**config.mk**
```make
export PLATFORM = sky130hd
export DESIGN_NAME = csd_top
export DESIGN_NICKNAME = d
export VERILOG_FILES = /design/src/include/csd_pkg.sv /design/src/core/csd_pin_sync.sv /design/src/core/csd_pow2_div.sv /design/src/core/csd_top.sv
export VERILOG_INCLUDE_DIRS = /design/src /design/src/include
export SDC_FILE = /design/constraint.sdc
export NUM_CORES = 1
export LEC_CHECK = 0
export ABC_AREA = 1
export BUFFER_PORTS_ARGS = -buffer_cell sky130_fd_sc_hd__buf_4
export CAP_MARGIN = 0
export CORE_ASPECT_RATIO = 0.9
export CORE_MARGIN = 2
export CORE_UTILIZATION = 25
export CTS_CLUSTER_DIAMETER = 50
export DETAILED_ROUTE_END_ITERATION = 12
export PLACE_DENSITY_LB_ADDON = 0.25
export SLEW_MARGIN = 5
export SYNTH_ARGS = -nofsm -noshare
export SYNTH_HDL_FRONTEND = slang
export SYNTH_SLANG_ARGS = --single-unit
```
**constraint.sdc**
```tcl
create_clock -name sys_clk -period 2 [get_ports sys_clk]
set_clock_uncertainty 0.05 [all_clocks]
set_input_delay 0.1 -clock sys_clk [delete_from_list [all_inputs] [get_ports sys_clk]]
set_output_delay 0.1 -clock sys_clk [all_outputs]
set_load 0.01 [all_outputs]
```
**src/include/csd_defs.svh**
```systemverilog
/*
 * Register offsets, field positions, reset values and counts of the
 * clock select and divider block.
 * Assumes inclusion by bare name from the include folder.
 */
`ifndef CSD_DEFS_SVH
`define CSD_DEFS_SVH

// ==========================================================================
// Register offsets
`define CSD_ADDR_HF_TRIM 8'hC7
`define CSD_ADDR_LF_CTRL 8'hB1
`define CSD_ADDR_CLK_SEL 8'hA9
`define CSD_ADDR_T3_CTRL 8'h91
`define CSD_ADDR_T3_RLD_LO 8'h92
`define CSD_ADDR_T3_RLD_HI 8'h93
`define CSD_ADDR_T3_CNT_LO 8'h94
`define CSD_ADDR_T3_CNT_HI 8'h95

// ==========================================================================
// Field positions
`define CSD_SRC_LSB 0
`define CSD_SRC_MSB 1
`define CSD_DIV_LSB 4
`define CSD_DIV_MSB 6
`define CSD_LF_DIV_LSB 0
`define CSD_LF_DIV_MSB 1
`define CSD_LF_TRIM_LSB 2
`define CSD_LF_TRIM_MSB 5
`define CSD_LF_RDY_BIT 6
`define CSD_LF_EN_BIT 7
`define CSD_T3_RUN_BIT 0
`define CSD_T3_CAPT_BIT 1

// ==========================================================================
// Reset values and counts
`define CSD_DIV_RST 3'h3
`define CSD_HF_TRIM_RST 8'h80
`define CSD_LF_TRIM_RST 4'h0
`define CSD_LF_DIV_RST 2'h0
`define CSD_LF_SETTLE_TICKS 4'h8

`endif

```
**src/include/csd_pkg.sv**
```systemverilog
/*
 * Types of the clock select and divider block.
 * Assumes nothing beyond a SystemVerilog compiler.
 */
package csd_pkg;

    // ======================================================================
    // Clock source codes and low-frequency oscillator start-up states
    typedef enum logic [1:0] {
        CSD_SRC_HF = 2'b00,
        CSD_SRC_EXT = 2'b01,
        CSD_SRC_LF = 2'b10,
        CSD_SRC_RSVD = 2'b11
    } csd_src_t;

    typedef enum logic [1:0] {
        CSD_LF_OFF = 2'b00,
        CSD_LF_SETTLE = 2'b01,
        CSD_LF_READY = 2'b10
    } csd_lf_state_t;

endpackage : csd_pkg

```
**src/core/csd_pin_sync.sv**
```systemverilog
/*
 * Three-stage pin synchroniser with a rising-edge pulse.
 * Assumes pin_in is asynchronous to clk.
 */
`timescale 1ns/1ps
module csd_pin_sync (
    // Clock and reset
    input wire logic clk,
    input wire logic rst_n,
    // Pin and result
    input wire logic pin_in,
    output logic level,
    output logic rise
);
    // ======================================================================
    // Synchroniser
    logic s1_r;
    logic s2_r;
    logic s3_r;
    logic lvl_r;
    logic lvl_nxt;

    // A change counts only once the second and third stage agree.
    assign lvl_nxt = (s2_r == s3_r) ? s3_r : lvl_r;

    always_ff @(posedge clk or negedge rst_n) begin
        if (!rst_n) begin
            s1_r <= 1'b0;
            s2_r <= 1'b0;
            s3_r <= 1'b0;
            lvl_r <= 1'b0;
        end else begin
            s1_r <= pin_in;
            s2_r <= s1_r;
            s3_r <= s2_r;
            lvl_r <= lvl_nxt;
        end
    end

    assign level = lvl_r;
    assign rise = lvl_nxt & ~lvl_r;
endmodule : csd_pin_sync

```
**src/core/csd_pow2_div.sv**
```systemverilog
/*
 * Power-of-two divider of a tick stream: one output tick per 2**shift
 * input ticks.
 * Assumes tick_in is a one-cycle enable on clk.
 */
`timescale 1ns/1ps
module csd_pow2_div #(
    parameter int SHIFT_W = 3
) (
    // Clock and reset
    input wire logic clk,
    input wire logic rst_n,
    // Control
    input wire logic [SHIFT_W-1:0] shift,
    input wire logic restart,
    // Ticks
    input wire logic tick_in,
    output logic tick_out
);
    localparam int CNT_W = (1 << SHIFT_W) - 1;

    // ======================================================================
    // Counter
    logic [CNT_W-1:0] cnt_r;
    logic [CNT_W-1:0] cnt_nxt;
    logic [CNT_W-1:0] mask;
    logic hit;

    assign mask = ~({CNT_W{1'b1}} << shift);
    assign hit = (cnt_r & mask) == mask;
    assign tick_out = tick_in & hit & ~restart;
    // Restart starts a fresh period so a new factor never yields a short one.
    assign cnt_nxt = restart ? {CNT_W{1'b0}} : (tick_in ? cnt_r + 1'b1 : cnt_r);

    always_ff @(posedge clk or negedge rst_n) begin
        if (!rst_n) begin
            cnt_r <= {CNT_W{1'b0}};
        end else begin
            cnt_r <= cnt_nxt;
        end
    end
endmodule : csd_pow2_div

```
**src/core/csd_top.sv**
```systemverilog
/*
 * Clock source select and divider: picks the high-frequency, low-frequency
 * or external source, post-divides it into the system clock enable,
 * resynchronises the external pin and captures timer three on
 * low-frequency edges.
 * Assumes oscillator ticks are one-cycle enables on sys_clk and that
 * the external pin is asynchronous.
 */
//
// Overview of operation
// Three sources: HF, LF, external pin.
// Power-of-two post divider, up to 128.
// Reset selects HF divided by eight.
// HF oscillator runs whenever requested.
// HF trim register sets oscillator period.
// LF output divided by 1, 2, 4, 8.
// LF trim field adjusts LF frequency.
// LF rising edge captures timer three.
// Capture copies count into reload.
// Software calibrates LF from captures.
// External clock may clock peripherals.
// External clock resynchronised when not selected.
// External source only for code 01.
// Source switch on the fly, no reset.
// Divider change accepted any time.
// Internal oscillators selectable right after enable.
// Software skips pin, sets digital input.
// Software checks external clock before switching.
// Divider codes 000..111 give 1..128.
// LF select 00=8, 01=4, 10=2, 11=1.
// LF ready flag reads settled state.
// Watchdog forces LF oscillator on.
// Switching never makes short clock pulses.
// External pin synchronised, edges give enables.
`timescale 1ns/1ps
`include "csd_defs.svh"
module csd_top
    import csd_pkg::*;
(
    // Clock and reset
    input wire logic sys_clk,
    input wire logic rst_n,
    // Register port
    input wire logic [7:0] reg_addr,
    input wire logic [7:0] reg_wdata,
    input wire logic reg_wr,
    input wire logic reg_rd,
    output logic [7:0] reg_rdata,
    // High-frequency oscillator
    input wire logic hf_osc_tick,
    input wire logic hf_consumer_req,
    output logic hf_osc_run,
    output logic [7:0] hf_trim,
    // Low-frequency oscillator
    input wire logic lf_osc_tick,
    input wire logic wdt_active,
    output logic lf_osc_run,
    output logic [3:0] lf_trim,
    // External clock pin
    input wire logic external_clock_pin,
    // Clock enables out
    output logic system_clock_en,
    output logic ext_periph_en,
    output logic lf_out_tick
);
    // ======================================================================
    // Register decode
    logic wr_hf_trim;
    logic wr_lf_ctrl;
    logic wr_clk_sel;
    logic wr_t3_ctrl;
    logic wr_rld_lo;
    logic wr_rld_hi;
    logic wr_cnt_lo;
    logic wr_cnt_hi;

    assign wr_hf_trim = reg_wr && (reg_addr == `CSD_ADDR_HF_TRIM);
    assign wr_lf_ctrl = reg_wr && (reg_addr == `CSD_ADDR_LF_CTRL);
    assign wr_clk_sel = reg_wr && (reg_addr == `CSD_ADDR_CLK_SEL);
    assign wr_t3_ctrl = reg_wr && (reg_addr == `CSD_ADDR_T3_CTRL);
    assign wr_rld_lo = reg_wr && (reg_addr == `CSD_ADDR_T3_RLD_LO);
    assign wr_rld_hi = reg_wr && (reg_addr == `CSD_ADDR_T3_RLD_HI);
    assign wr_cnt_lo = reg_wr && (reg_addr == `CSD_ADDR_T3_CNT_LO);
    assign wr_cnt_hi = reg_wr && (reg_addr == `CSD_ADDR_T3_CNT_HI);

    // ======================================================================
    // Configuration registers
    logic [7:0] hf_trim_r;
    logic lf_en_r;
    logic [3:0] lf_trim_r;
    logic [1:0] lf_div_sel_r;
    logic [2:0] clk_div_r;
    csd_src_t clk_src_r;
    logic t3_run_r;
    logic t3_capt_r;
    logic clk_restart;

    // Reserved bits of the select register are ignored on write.
    assign clk_restart = wr_clk_sel;

    always_ff @(posedge sys_clk or negedge rst_n) begin
        if (!rst_n) begin
            hf_trim_r <= `CSD_HF_TRIM_RST;
            lf_en_r <= 1'b0;
            lf_trim_r <= `CSD_LF_TRIM_RST;
            lf_div_sel_r <= `CSD_LF_DIV_RST;
            clk_div_r <= `CSD_DIV_RST;
            clk_src_r <= CSD_SRC_HF;
            t3_run_r <= 1'b0;
            t3_capt_r <= 1'b0;
        end else begin
            if (wr_hf_trim) begin
                hf_trim_r <= reg_wdata;
            end
            if (wr_lf_ctrl) begin
                lf_en_r <= reg_wdata[`CSD_LF_EN_BIT];
                lf_trim_r <= reg_wdata[`CSD_LF_TRIM_MSB:`CSD_LF_TRIM_LSB];
                lf_div_sel_r <= reg_wdata[`CSD_LF_DIV_MSB:`CSD_LF_DIV_LSB];
            end
            if (wr_clk_sel) begin
                clk_div_r <= reg_wdata[`CSD_DIV_MSB:`CSD_DIV_LSB];
                clk_src_r <= csd_src_t'(reg_wdata[`CSD_SRC_MSB:`CSD_SRC_LSB]);
            end
            if (wr_t3_ctrl) begin
                t3_run_r <= reg_wdata[`CSD_T3_RUN_BIT];
                t3_capt_r <= reg_wdata[`CSD_T3_CAPT_BIT];
            end
        end
    end

    assign hf_trim = hf_trim_r;
    assign lf_trim = lf_trim_r;

    // ======================================================================
    // Oscillator enables and low-frequency start-up
    csd_lf_state_t lf_state_r;
    csd_lf_state_t lf_state_nxt;
    logic [3:0] lf_settle_r;
    logic [3:0] lf_settle_nxt;
    logic lf_rdy;
    logic lf_tick_g;

    assign hf_osc_run = (clk_src_r == CSD_SRC_HF) || (clk_src_r == CSD_SRC_RSVD)
                        || hf_consumer_req;
    assign lf_osc_run = lf_en_r || wdt_active;
    assign lf_tick_g = lf_osc_tick && lf_osc_run;
    assign lf_rdy = (lf_state_r == CSD_LF_READY);

    always_comb begin
        lf_state_nxt = lf_state_r;
        lf_settle_nxt = lf_settle_r;
        case (lf_state_r)
            CSD_LF_OFF: begin
                lf_settle_nxt = 4'h0;
                if (lf_osc_run) begin
                    lf_state_nxt = CSD_LF_SETTLE;
                end
            end
            CSD_LF_SETTLE: begin
                if (lf_tick_g) begin
                    lf_settle_nxt = lf_settle_r + 4'h1;
                end
                if (lf_settle_nxt == `CSD_LF_SETTLE_TICKS) begin
                    lf_state_nxt = CSD_LF_READY;
                end
            end
            CSD_LF_READY: begin
                lf_state_nxt = CSD_LF_READY;
            end
            default: begin
                lf_state_nxt = CSD_LF_OFF;
            end
        endcase
        if (!lf_osc_run) begin
            lf_state_nxt = CSD_LF_OFF;
        end
    end

    always_ff @(posedge sys_clk or negedge rst_n) begin
        if (!rst_n) begin
            lf_state_r <= CSD_LF_OFF;
            lf_settle_r <= 4'h0;
        end else begin
            lf_state_r <= lf_state_nxt;
            lf_settle_r <= lf_settle_nxt;
        end
    end

    // ======================================================================
    // Low-frequency output divider
    logic lf_div_tick;

    // Select code 00 divides by 8 and 11 by 1, so the shift is the inverse.
    csd_pow2_div #(.SHIFT_W(2)) u_lf_div (
        .clk(sys_clk),
        .rst_n(rst_n),
        .shift(~lf_div_sel_r),
        .restart(wr_lf_ctrl),
        .tick_in(lf_tick_g),
        .tick_out(lf_div_tick)
    );

    // ======================================================================
    // External pin synchroniser
    logic ext_rise;

    csd_pin_sync u_ext_sync (
        .clk(sys_clk),
        .rst_n(rst_n),
        .pin_in(external_clock_pin),
        .level(),
        .rise(ext_rise)
    );

    // ======================================================================
    // Source select and system divider
    logic src_tick;
    logic sys_tick;

    // Every source arrives as an enable on sys_clk, so switching between
    // them cannot produce a runt pulse; the divider restarts on each write.
    assign src_tick = (clk_src_r == CSD_SRC_EXT) ? ext_rise :
                      (clk_src_r == CSD_SRC_LF) ? lf_div_tick : hf_osc_tick;

    csd_pow2_div #(.SHIFT_W(3)) u_sys_div (
        .clk(sys_clk),
        .rst_n(rst_n),
        .shift(clk_div_r),
        .restart(clk_restart),
        .tick_in(src_tick),
        .tick_out(sys_tick)
    );

    // ======================================================================
    // Timer three with low-frequency capture
    logic [15:0] t3_cnt_r;
    logic [15:0] t3_rld_r;
    logic t3_capture;

    assign t3_capture = t3_capt_r && lf_div_tick;

    always_ff @(posedge sys_clk or negedge rst_n) begin
        if (!rst_n) begin
            t3_cnt_r <= 16'h0000;
            t3_rld_r <= 16'h0000;
        end else begin
            if (wr_cnt_lo) begin
                t3_cnt_r[7:0] <= reg_wdata;
            end else if (wr_cnt_hi) begin
                t3_cnt_r[15:8] <= reg_wdata;
            end else if (t3_run_r && sys_tick) begin
                t3_cnt_r <= t3_cnt_r + 16'h0001;
            end
            // A capture wins over a software reload write in the same cycle.
            if (t3_capture) begin
                t3_rld_r <= t3_cnt_r;
            end else if (wr_rld_lo) begin
                t3_rld_r[7:0] <= reg_wdata;
            end else if (wr_rld_hi) begin
                t3_rld_r[15:8] <= reg_wdata;
            end
        end
    end

    // ======================================================================
    // Read path and registered outputs
    logic [7:0] rd_mux;
    logic [7:0] rdata_r;
    logic system_clock_en_r;
    logic ext_en_r;
    logic lf_out_r;

    assign rd_mux =
        (reg_addr == `CSD_ADDR_HF_TRIM) ? hf_trim_r :
        (reg_addr == `CSD_ADDR_LF_CTRL) ? {lf_en_r, lf_rdy, lf_trim_r, lf_div_sel_r} :
        (reg_addr == `CSD_ADDR_CLK_SEL) ? {1'b0, clk_div_r, 2'b00, clk_src_r} :
        (reg_addr == `CSD_ADDR_T3_CTRL) ? {6'h00, t3_capt_r, t3_run_r} :
        (reg_addr == `CSD_ADDR_T3_RLD_LO) ? t3_rld_r[7:0] :
        (reg_addr == `CSD_ADDR_T3_RLD_HI) ? t3_rld_r[15:8] :
        (reg_addr == `CSD_ADDR_T3_CNT_LO) ? t3_cnt_r[7:0] :
        (reg_addr == `CSD_ADDR_T3_CNT_HI) ? t3_cnt_r[15:8] : 8'h00;

    always_ff @(posedge sys_clk or negedge rst_n) begin
        if (!rst_n) begin
            rdata_r <= 8'h00;
            system_clock_en_r <= 1'b0;
            ext_en_r <= 1'b0;
            lf_out_r <= 1'b0;
        end else begin
            rdata_r <= reg_rd ? rd_mux : 8'h00;
            system_clock_en_r <= sys_tick;
            ext_en_r <= ext_rise;
            lf_out_r <= lf_div_tick;
        end
    end

    assign reg_rdata = rdata_r;
    assign system_clock_en = system_clock_en_r;
    assign ext_periph_en = ext_en_r;
    assign lf_out_tick = lf_out_r;

    logic [7:0] src_gap_r;

    // Counts source ticks since the last output tick or restart.
    always_ff @(posedge sys_clk or negedge rst_n) begin
        if (!rst_n) begin
            src_gap_r <= 8'h00;
        end else if (clk_restart || sys_tick) begin
            src_gap_r <= 8'h00;
        end else if (src_tick) begin
            src_gap_r <= src_gap_r + 8'h01;
        end
    end
endmodule : csd_top

```
==> results of run 1 <==
[through the flow]
| step | instance area, um^2 | worst slack [ps] | cells | hold slack (ps) |
|---|---|---|---|---|
| 2_1_floorplan | 4880 | 397 | 640 | -246 |
| 3_3_place_gp | 5650 | 73.9 | 944 | 17.0 |
| 3_5_place_dp | 5650 | 47.4 | 944 | 21.8 |
| 4_1_cts | 6000 | 30.4 | 966 | 0.857 |
| 5_1_grt | 6020 | 39.9 | 967 | 15.6 |
| 6_report | 6020 | 203 | 967 | 12.0 |
[per-layer routing]
layer  GRT usage (%)  vias up
li1                -     2250
met1            21.8     2032
met2            21.1      127
met3            2.83       20
met4            6.18        0
met5               0        -
[final timing paths]
kind	start	endpoint	slack (ps)	cells after the start
worst max-delay path	lf_en_r	t3_rld_r[4]	200	12
worst min-delay path	reg_rd	reg_rdata[1]	10	3
worst max register to register	lf_en_r	t3_rld_r[4]	200	12
worst min register to register	u_ext_sync.s1_r	u_ext_sync.s2_r	300	0
max in group asynchronous	rst_n	t3_rld_r[0]	1090	3
min in group asynchronous	rst_n	u_ext_sync.s1_r	180	2
[layout by cell type (no fill, tap or decap), types with 2 or more instances in the layout]
| cell | n |
|---|---|
| nor2_1 | 26 |
| xnor2_1 | 2 |
| inv_6 | 2 |
| dlygate4sd3_1 | 6 |
| nand2_1 | 188 |
| nand3_2 | 7 |
| o211ai_1 | 4 |
| clkbuf_8 | 2 |
| o22ai_1 | 7 |
| inv_1 | 70 |
| or2_2 | 4 |
| nand3_1 | 68 |
| nor2_4 | 6 |
| buf_4 | 71 |
| dfstp_2 | 3 |
| nand2_4 | 5 |
| clkbuf_16 | 9 |
| nand4_1 | 7 |
| a21oi_1 | 10 |
| xor2_1 | 8 |
| o21ai_0 | 61 |
| o21a_1 | 2 |
| dfrtp_1 | 81 |
| o21ai_1 | 6 |
| or2_0 | 2 |
| inv_2 | 7 |
| clkinv_4 | 2 |
| nand2_2 | 5 |
| a31oi_1 | 4 |
| nor2_2 | 6 |
| nor3_1 | 10 |
| o221ai_1 | 7 |
| ha_1 | 9 |
[registers in the layout (all words and copies together), names as in the netlist, 2 cells and up]
name,count
clk_div_r,3
clk_src_r,2
hf_trim,8
lf_div_sel_r,2
lf_settle_r,4
lf_state_r,2
lf_trim,4
reg_rdata,8
t3_cnt_r,16
t3_rld_r,16
u_lf_div.cnt_r,3
u_sys_div.cnt_r,7
[cell families (layout without fill, tap and decap cells)]
family / count (synthesis) / after routing / share of synthesized area, %
XOR/XNOR: 10 / 10 / 1.79
AO/OA/AOI/OAI: 103 / 103 / 11.8
buffers and inverters: 94 / 171 / 7.87
AND/OR/NAND/NOR: 338 / 338 / 32.4
flip-flops: 85 / 85 / 43.6
adder cells (fa/ha/maj): 9 / 9 / 2.31
multiplexers: 1 / 1 / 0.205
[worst reg2reg max path, cell delays in order (launching register included)]
cell	delay (ps)
dfrtp_1	400
nor2_1	100
nor2_4	100
inv_2	60
nor2_1	130
nand2_1	80
inv_1	150
nand2_4	120
buf_4	190
nand2_1	90
o21ai_0	90
nand2_1	60
o21ai_0	70
[cell type report]
| cell class | count | area, um^2 |
|---|---|---|
| well taps | 250 | 313 |
| multi-input cells | 461 | 2380 |
| clock buffers | 11 | 253 |
| fillers | 2043 | 13100 |
| repair buffers | 78 | 613 |
| flip-flops and latches | 85 | 2130 |
| clock inverters | 5 | 42.5 |
| inverters | 77 | 289 |
[cell usage after synthesis]
cell type	number	area share, %
or2_2	4	0.51
nand4_1	7	0.90
buf_2	7	0.72
nand3_2	7	1.4
nor3_1	10	1.0
clkbuf_1	6	0.46
nand3_1	68	7.0
nand3b_1	1	0.15
o22ai_1	7	0.90
a21oi_1	10	1.0
a31oi_1	4	0.51
nor2_2	5	0.64
nor2_4	6	1.4
dfstp_2	3	1.6
ha_1	9	2.3
nand2_1	188	14
nor2_1	27	2.1
a21oi_2	1	0.18
nor3_4	1	0.33
nor3_2	1	0.21
o21a_1	2	0.31
buf_4	2	0.31
o211ai_1	4	0.62
inv_1	70	5.4
o221ai_1	7	1.3
xor2_1	8	1.4
o21ai_1	6	0.62
inv_2	7	0.54
nand4_4	1	0.44
dfrtp_1	82	42
xnor2_1	2	0.36
buf_6	2	0.46
or2_0	2	0.26
nand2_2	7	0.90
a21boi_0	1	0.15
mux2i_1	1	0.21
o21ai_0	61	6.3
nand2_4	3	0.69
[power groups by stage]
stage	logic, uW	clock network (uW)	registers [uW]
after floorplan	523	0	2060
after global placement	812	0	2100
after detailed placement	815	0	2100
after CTS	825	1710	2070
after global routing	950	1800	2100
final	818	1660	2080
[what timing repair did]
| item | 4_1_cts | 5_1_grt |
|---|---|---|
| endpoints found under the setup margin | 0 | 17 |
| hold endpoints to repair | 36 | 0 |
| buffers inserted | 0 | 1 |
| gates resized for setup | 0 | 5 |
| hold buffers | 6 | 0 |
==> results.toml, run 1 <==
[run_status]
status = "complete, no violations"

[synth]
syn_area_um2 = 4880
netlist_instances = 640
ys_types = 38
synth_nets = 674
avgSynthCellArea_um2 = 7.63
yosysWarningCount = 0
ys_seq_area_share_pct = 43.6
yosys_register_bits = 85

[global_routing]
grt_pass1_vias = 4194
grt_max_degree = 36
antenna_found_initial = 0
grt_first_pass_wirelength_mm = 23.3
grtUsageTotal_pct = 14.8
grt_overflow_total = 0

[detailed_routing]
drt-initial-drc-count = 337
vias = 4429
totalWireLength_mm = 14.5
drc_errors = 0
post_drt_wl_per_cell_um = 15.0
wl_met2_mm = 6.13
wl_met3_um = 876
drtPass1Iterations = 5
met1_length_mm = 7.09
routed.top_layer = "met4"
drtAntennaViolNets = 0
avgViaCountPerCell = 4.58

[cts]
ctsRootBufferMaster = "clkbuf_16"
clk_path_buf_depth = 2
cts-htree-levels = 3
cts_tree = "built"
clk_pin_slew_ps = 70
cts_sinks = 85
cts-buffers-inserted = 9
clk_latency_ps = 350

[critical_path]
worst_setup_path_start_kind = "flip-flop"
cp.arrival_ps = 1980
cp.buffers_inverters = 3
crit_fanout = 9
crit_type = "reg2reg"
path_delay_family = "simple AND/OR/NAND/NOR gates"
end_kind = "flip-flop"
cp_slowest_cell = "dfrtp_1"
slowest_delay_ps = 400
crit_path_cell_trace = "nor2_1 > nor2_4 > inv_2 > nor2_1 > nand2_1 > inv_1 > nand2_4 > buf_4 > nand2_1 > o21ai_0 > nand2_1 > o21ai_0"
worstPathRequired_ps = 2180
crit_top_cell = "nand2_1"

[sta]
fin_crit_ps = 1800
hold_viol_final = 0
worstMarginPinSlew_ps = 487
maxSlewHeadroom_pct = 67.4
finalSetupViolCount = 0
finalCritPeriodShare_pct = 89.8
fmax_mhz = 557
rsz0062_at_grt = "no"
finalMaxSlewViolations = 0
tns_ps = 0

[power_and_ir_drop]
p_int_uw = 3170
power.total_uw = 4560
power_frac_seq_pct = 45.5
power_density_nw_per_um2 = 757
clkPwrFrac_pct = 36.5
combPwrFrac_pct = 18.0
switching_share_pct = 30.6
ir_worst_vdd_uv = 357
power.switching_uw = 1390
p_leak_uw = 0.00293

[final_layout]
layout-drive-gt1-share_pct = 19.0
n_antenna_cell = 0
area_delta_synth_final_pct = 23.3
fin_util_pct = 31.4
nNetsFinal = 746

[floorplan]
die_width_um = 151
placementRows = 48
die_area_um2 = 20700
ioPinCount = 50
start_util_pct = 25.5
core_area_um2 = 19200
die_y_um = 137

[min_path]
worstHoldPathType = "in2reg"

[placed_design]
port_buffers = 49
hpwl_mm = 11.1
finalWeightedCongestion = 0.829

[run]
drv_cap = 0
(Power assumes the default switching activity.)
==> run 2: changes to the inputs <==
CORE_UTILIZATION = 45   (was 25)
clock period = 1.9 ns   (was 2 ns; I/O delays follow)
==> results.toml, run 2 (same netlist as run 1, synthesis figures left out) <==
[sta]
fmax_mhz = 558
worstMarginPinSlew_ps = 419
fin_ws_ps = 108
finalCritPeriodShare_pct = 94.3
maxSlewHeadroom_pct = 72.0
finalSetupViolCount = 0
hold_viol_final = 0
fin_crit_ps = 1790
finalMaxSlewViolations = 0

[floorplan]
die_y_um = 103
die_width_um = 114
start_util_pct = 45.5
placementRows = 36
ioPinCount = 50
die_area_um2 = 11700
core_area_um2 = 10700

[critical_path]
reg2reg_from = "lf_en_r"
crit_type = "reg2reg"
cp_slowest_cell = "dfrtp_1"
crit_top_cell = "nand2_1"
r2r_end = "t3_cnt_r[8]"
worst_setup_path_start_kind = "flip-flop"
cp.arrival_ps = 1970
crit_path_cell_trace = "nor2_2 > nor2_4 > inv_2 > nor2_1 > nand2_1 > nand2_1 > nand2_1 > nand2_4 > nand3_4 > nand2_8 > nand2_8 > nand2_1 > nand2_1"
timing.reg2reg.worst_path_depth = 13
slowest_delay_ps = 370
end_kind = "flip-flop"
reg2reg_slack_ps = 110
crit_fanout = 8
crit_start = "lf_en_r"
worstPathRequired_ps = 2080

[final_layout]
n_antenna_cell = 0
fin_cells = 853
stdcell_area_um2 = 5930
layout_common_cells = "nand2_1, dfrtp_1, inv_1, buf_4, nand3_1"
nNetsFinal = 749
layout-drive-gt1-share_pct = 19.3
mostFrequentLayoutCell = "nand2_1"
largestRegisters = "t3_cnt_r x16, t3_rld_r x16"
area_delta_synth_final_pct = 21.5

[placed_design]
port_buffers = 49
hpwl_mm = 10.7
place_area_um2 = 5480
pre_cts_ws_ps = 23.6
finalWeightedCongestion = 0.944
place_inst = 825

[global_routing]
grt_overflow_total = 0
grt_first_pass_wirelength_mm = 22.3
grt_max_degree = 40
antenna_found_initial = 0
grtUsageTotal_pct = 25.0
grt_pass1_vias = 4268

[power_and_ir_drop]
power_density_nw_per_um2 = 805
p_leak_uw = 0.00292
ir_worst_vdd_uv = 397

[cts]
ctsRootBufferMaster = "clkbuf_16"
cts_sinks = 85
clk_latency_ps = 340
cts-htree-levels = 3
clk_pin_slew_ps = 70
cts_tree = "built"
cts-buffers-inserted = 9
clk_path_buf_depth = 2

[detailed_routing]
drc_errors = 0
post_drt_wl_per_cell_um = 16.7
drtPass1Iterations = 5
totalWireLength_mm = 14.3
vias = 4625
avgViaCountPerCell = 5.42
drt-initial-drc-count = 359
drtAntennaViolNets = 0

[min_path]
worstHoldEndpoint = "t3_rld_r[1]"
worstHoldStart = "reg_wdata[1]"
hold_depth = 3
worstHoldPathType = "in2reg"

[run_status]
status = "complete, no violations"

[run]
drv_cap = 0
## run 2: cell types whose count changed in the layout (fill, tap and decap cells not counted), moves of 2 or more
cell           delta
nand2_4           -2
clkbuf_1          +2
nand2_8           +2
dlygate4sd3_1     +2
## run 2: cell type report
| type | count | area (um^2) |
|---|---|---|
| Inverter | 77 | 289 |
| Tap cell | 133 | 166 |
| Multi-Input combinational cell | 462 | 2430 |
| Timing Repair Buffer | 80 | 637 |
| Clock buffer | 12 | 246 |
| Clock inverter | 4 | 32.5 |
| Fill cell | 1028 | 4790 |
| Sequential cell | 85 | 2130 |
## run 2: power by group
| group | internal [uW] | switching (uW) | leakage, uW |
|---|---|---|---|
| clock | 931 | 757 | 0.000129 |
| combinational | 372 | 538 | 0.00167 |
| sequential | 2010 | 167 | 0.00112 |
## run 2: routing by layer
| metal | track usage, % | vias to the layer above | part of all wire, % |
|---|---|---|---|
| li1 | - | 2259 | - |
| met1 | 35.8 | 2187 | 47 |
| met2 | 38.6 | 154 | 44 |
| met3 | 4.88 | 25 | 7.0 |
| met4 | 7.88 | 0 | 2.1 |
| met5 | 0 | - | 0 |
## run 2: worst max path at each step
stage,end,slack [ps]
6_report,t3_cnt_r[8],110
5_1_grt,t3_cnt_r[8],-8
4_1_cts,t3_cnt_r[8],60
3_5_place_dp,reg_rdata[1],20
3_3_place_gp,reg_rdata[3],40
2_1_floorplan,t3_cnt_r[0],300
## run 2: what timing repair did
action / 4_1_cts / 5_1_grt
resized for setup: 0 / 15
setup buffers: 0 / 3
endpoints found under the setup margin: 0 / 36
hold buffers: 8 / 0
endpoints found under the hold margin: 92 / 0
## run 2: critical path, delay by kind of cell, from the launching register on
kind                   cells  cell delay [ps]
buffers and inverters      1               80
flip-flops                 1              370
AND/OR/NAND/NOR           12             1180
## run 2: metrics by stage
step           TNS [ps]  utilization, %  hold slack [ps]  power, uW
6_report              0            55.3             5.59       4770
3_3_place_gp          0            51.2            -57.1       3050
3_5_place_dp          0            51.2            -55.9       3080
2_1_floorplan         0               -             -251       2720
4_1_cts               0            54.5             1.10       4770
5_1_grt           -18.7            55.3             12.0       5030
==> run 3: changes to the inputs <==
==> constraint.sdc (replaced) <==
create_clock -name sys_clk -period 1.9 [get_ports sys_clk]
set_clock_uncertainty 0.05 [all_clocks]
set_input_delay 0.19 -clock sys_clk [delete_from_list [all_inputs] [get_ports sys_clk]]
set_output_delay 0.19 -clock sys_clk [all_outputs]
set_load 0.01 [all_outputs]
==> results.toml, run 3 (same netlist as run 1, synthesis figures left out) <==
[floorplan]
core_area_um2 = 10700
die_y_um = 103
die_area_um2 = 11700
ioPinCount = 50
die_width_um = 114
placementRows = 36
start_util_pct = 45.5

[sta]
fin_crit_ps = 1750
finalCritPeriodShare_pct = 92.1
hold-worst-slack_ps = 74.2
hold_viol_final = 0
maxSlewHeadroom_pct = 62.6
finalSetupViolCount = 0
tns_ps = 0
finalMaxSlewViolations = 0
fmax_mhz = 571
rsz0062_at_grt = "no"
worstMarginPinSlew_ps = 561

[detailed_routing]
met1_length_mm = 6.59
wl_met3_um = 966
drtAntennaViolNets = 0
vias = 4563
drtPass1Iterations = 5
drt-initial-drc-count = 383
avgViaCountPerCell = 5.38
totalWireLength_mm = 13.9
drc_errors = 0
wl_met2_mm = 6.08
routed.top_layer = "met4"
post_drt_wl_per_cell_um = 16.4

[run]
drv_cap = 0

[min_path]
worstHoldEndpoint = "reg_rdata[1]"
worstHoldStart = "reg_rd"
hold_depth = 3
worstHoldPathType = "in2reg"

[power_and_ir_drop]
power_density_nw_per_um2 = 834
p_leak_uw = 0.00291
ir_worst_vdd_uv = 648

[critical_path]
r2r_end = "t3_cnt_r[12]"
reg2reg_from = "t3_cnt_r[0]"
cp.arrival_ps = 1510
worstPathRequired_ps = 1660
reg2reg_slack_ps = 160
end_kind = "output pin"
worst_setup_path_start_kind = "flip-flop"
timing.reg2reg.worst_path_depth = 10
crit_fanout = 4
crit_type = "reg2out"

[cts]
cts_tree = "built"
cts-buffers-inserted = 9
clk_path_buf_depth = 2
clk_pin_slew_ps = 60
ctsRootBufferMaster = "clkbuf_16"
cts-htree-levels = 3
cts_sinks = 85
clk_latency_ps = 360

[final_layout]
nNetsFinal = 744
area_delta_synth_final_pct = 20.5
layout_common_cells = "nand2_1, dfrtp_1, buf_4"
fill_cells = 1039
n_antenna_cell = 0
largestRegisters = "t3_cnt_r x16, t3_rld_r x16"
layout-drive-gt1-share_pct = 20.1
mostFrequentLayoutCell = "nand2_1"

[placed_design]
hpwl_mm = 10.6
port_buffers = 49
finalWeightedCongestion = 0.956

[global_routing]
grt_max_degree = 40
grtUsageTotal_pct = 24.8
antenna_found_initial = 0
grt_first_pass_wirelength_mm = 21.9
grt_pass1_vias = 4067
grt_overflow_total = 0

[run_status]
status = "complete, no violations"
## run 3: metal layers
metal | track usage (%) | up-vias
met2 | 36.9 | 160
met1 | 36.0 | 2134
li1 | - | 2247
met4 | 7.22 | 0
met3 | 6.23 | 22
met5 | 0 | -
## run 3: how the worst max path moves through the flow
stage / start / endpoint / slack (ps) / depth (start not counted)
3_3_place_gp: lf_en_r / t3_cnt_r[9] / 10 / 13
4_1_cts: clk_div_r[1] / t3_cnt_r[2] / 40 / 9
3_5_place_dp: lf_en_r / t3_cnt_r[14] / 10 / 13
6_report: clk_src_r[0] / hf_osc_run / 150 / 4
5_1_grt: lf_en_r / t3_rld_r[11] / 0.5 / 10
2_1_floorplan: clk_div_r[1] / t3_cnt_r[0] / 300 / 9
## run 3: power breakdown
group	switching [uW]	total [uW]	internal [uW]	leakage (uW)
clock network	745	1830	1090	0.000148
logic	527	886	359	0.00164
registers	174	2180	2010	0.00112
## run 3: cell type report
cell class	instances	area (um^2)	share of cell area, %
Multi-Input combinational cell	461	2390	40.7
Sequential cell	85	2130	36.3
Timing Repair Buffer	76	588	10.0
Inverter	77	289	4.91
Clock buffer	11	253	4.30
Tap cell	133	166	2.83
Clock inverter	5	58.8	1.00
## run 3: critical path: stages, from the launching register on
cell	delay, ps
dfrtp_1	390
inv_1	60
ha_1	280
or2_2	280
buf_4	140
## run 3: repair_timing
item                                    4_1_cts  5_1_grt
endpoints found under the setup margin        3       30
hold buffers                                  2        0
setup buffers                                 0        2
resized for setup                             1        9
pin swaps                                     0        2
endpoints found under the hold margin        37        0
## run 3: metrics by stage
stage / total power [uW] / setup WS [ps] / instance area (um^2) / cells / utilization, %
3_3_place_gp: 3040 / 12.1 / 5510 / 828 / 51.4
3_5_place_dp: 3080 / 11.6 / 5510 / 828 / 51.4
6_report: 4900 / 150 / 5880 / 848 / 54.9
5_1_grt: 5140 / 0.478 / 5880 / 848 / 54.9
2_1_floorplan: 2720 / 297 / 4880 / 640 / -
4_1_cts: 4930 / 42.7 / 5840 / 846 / 54.5
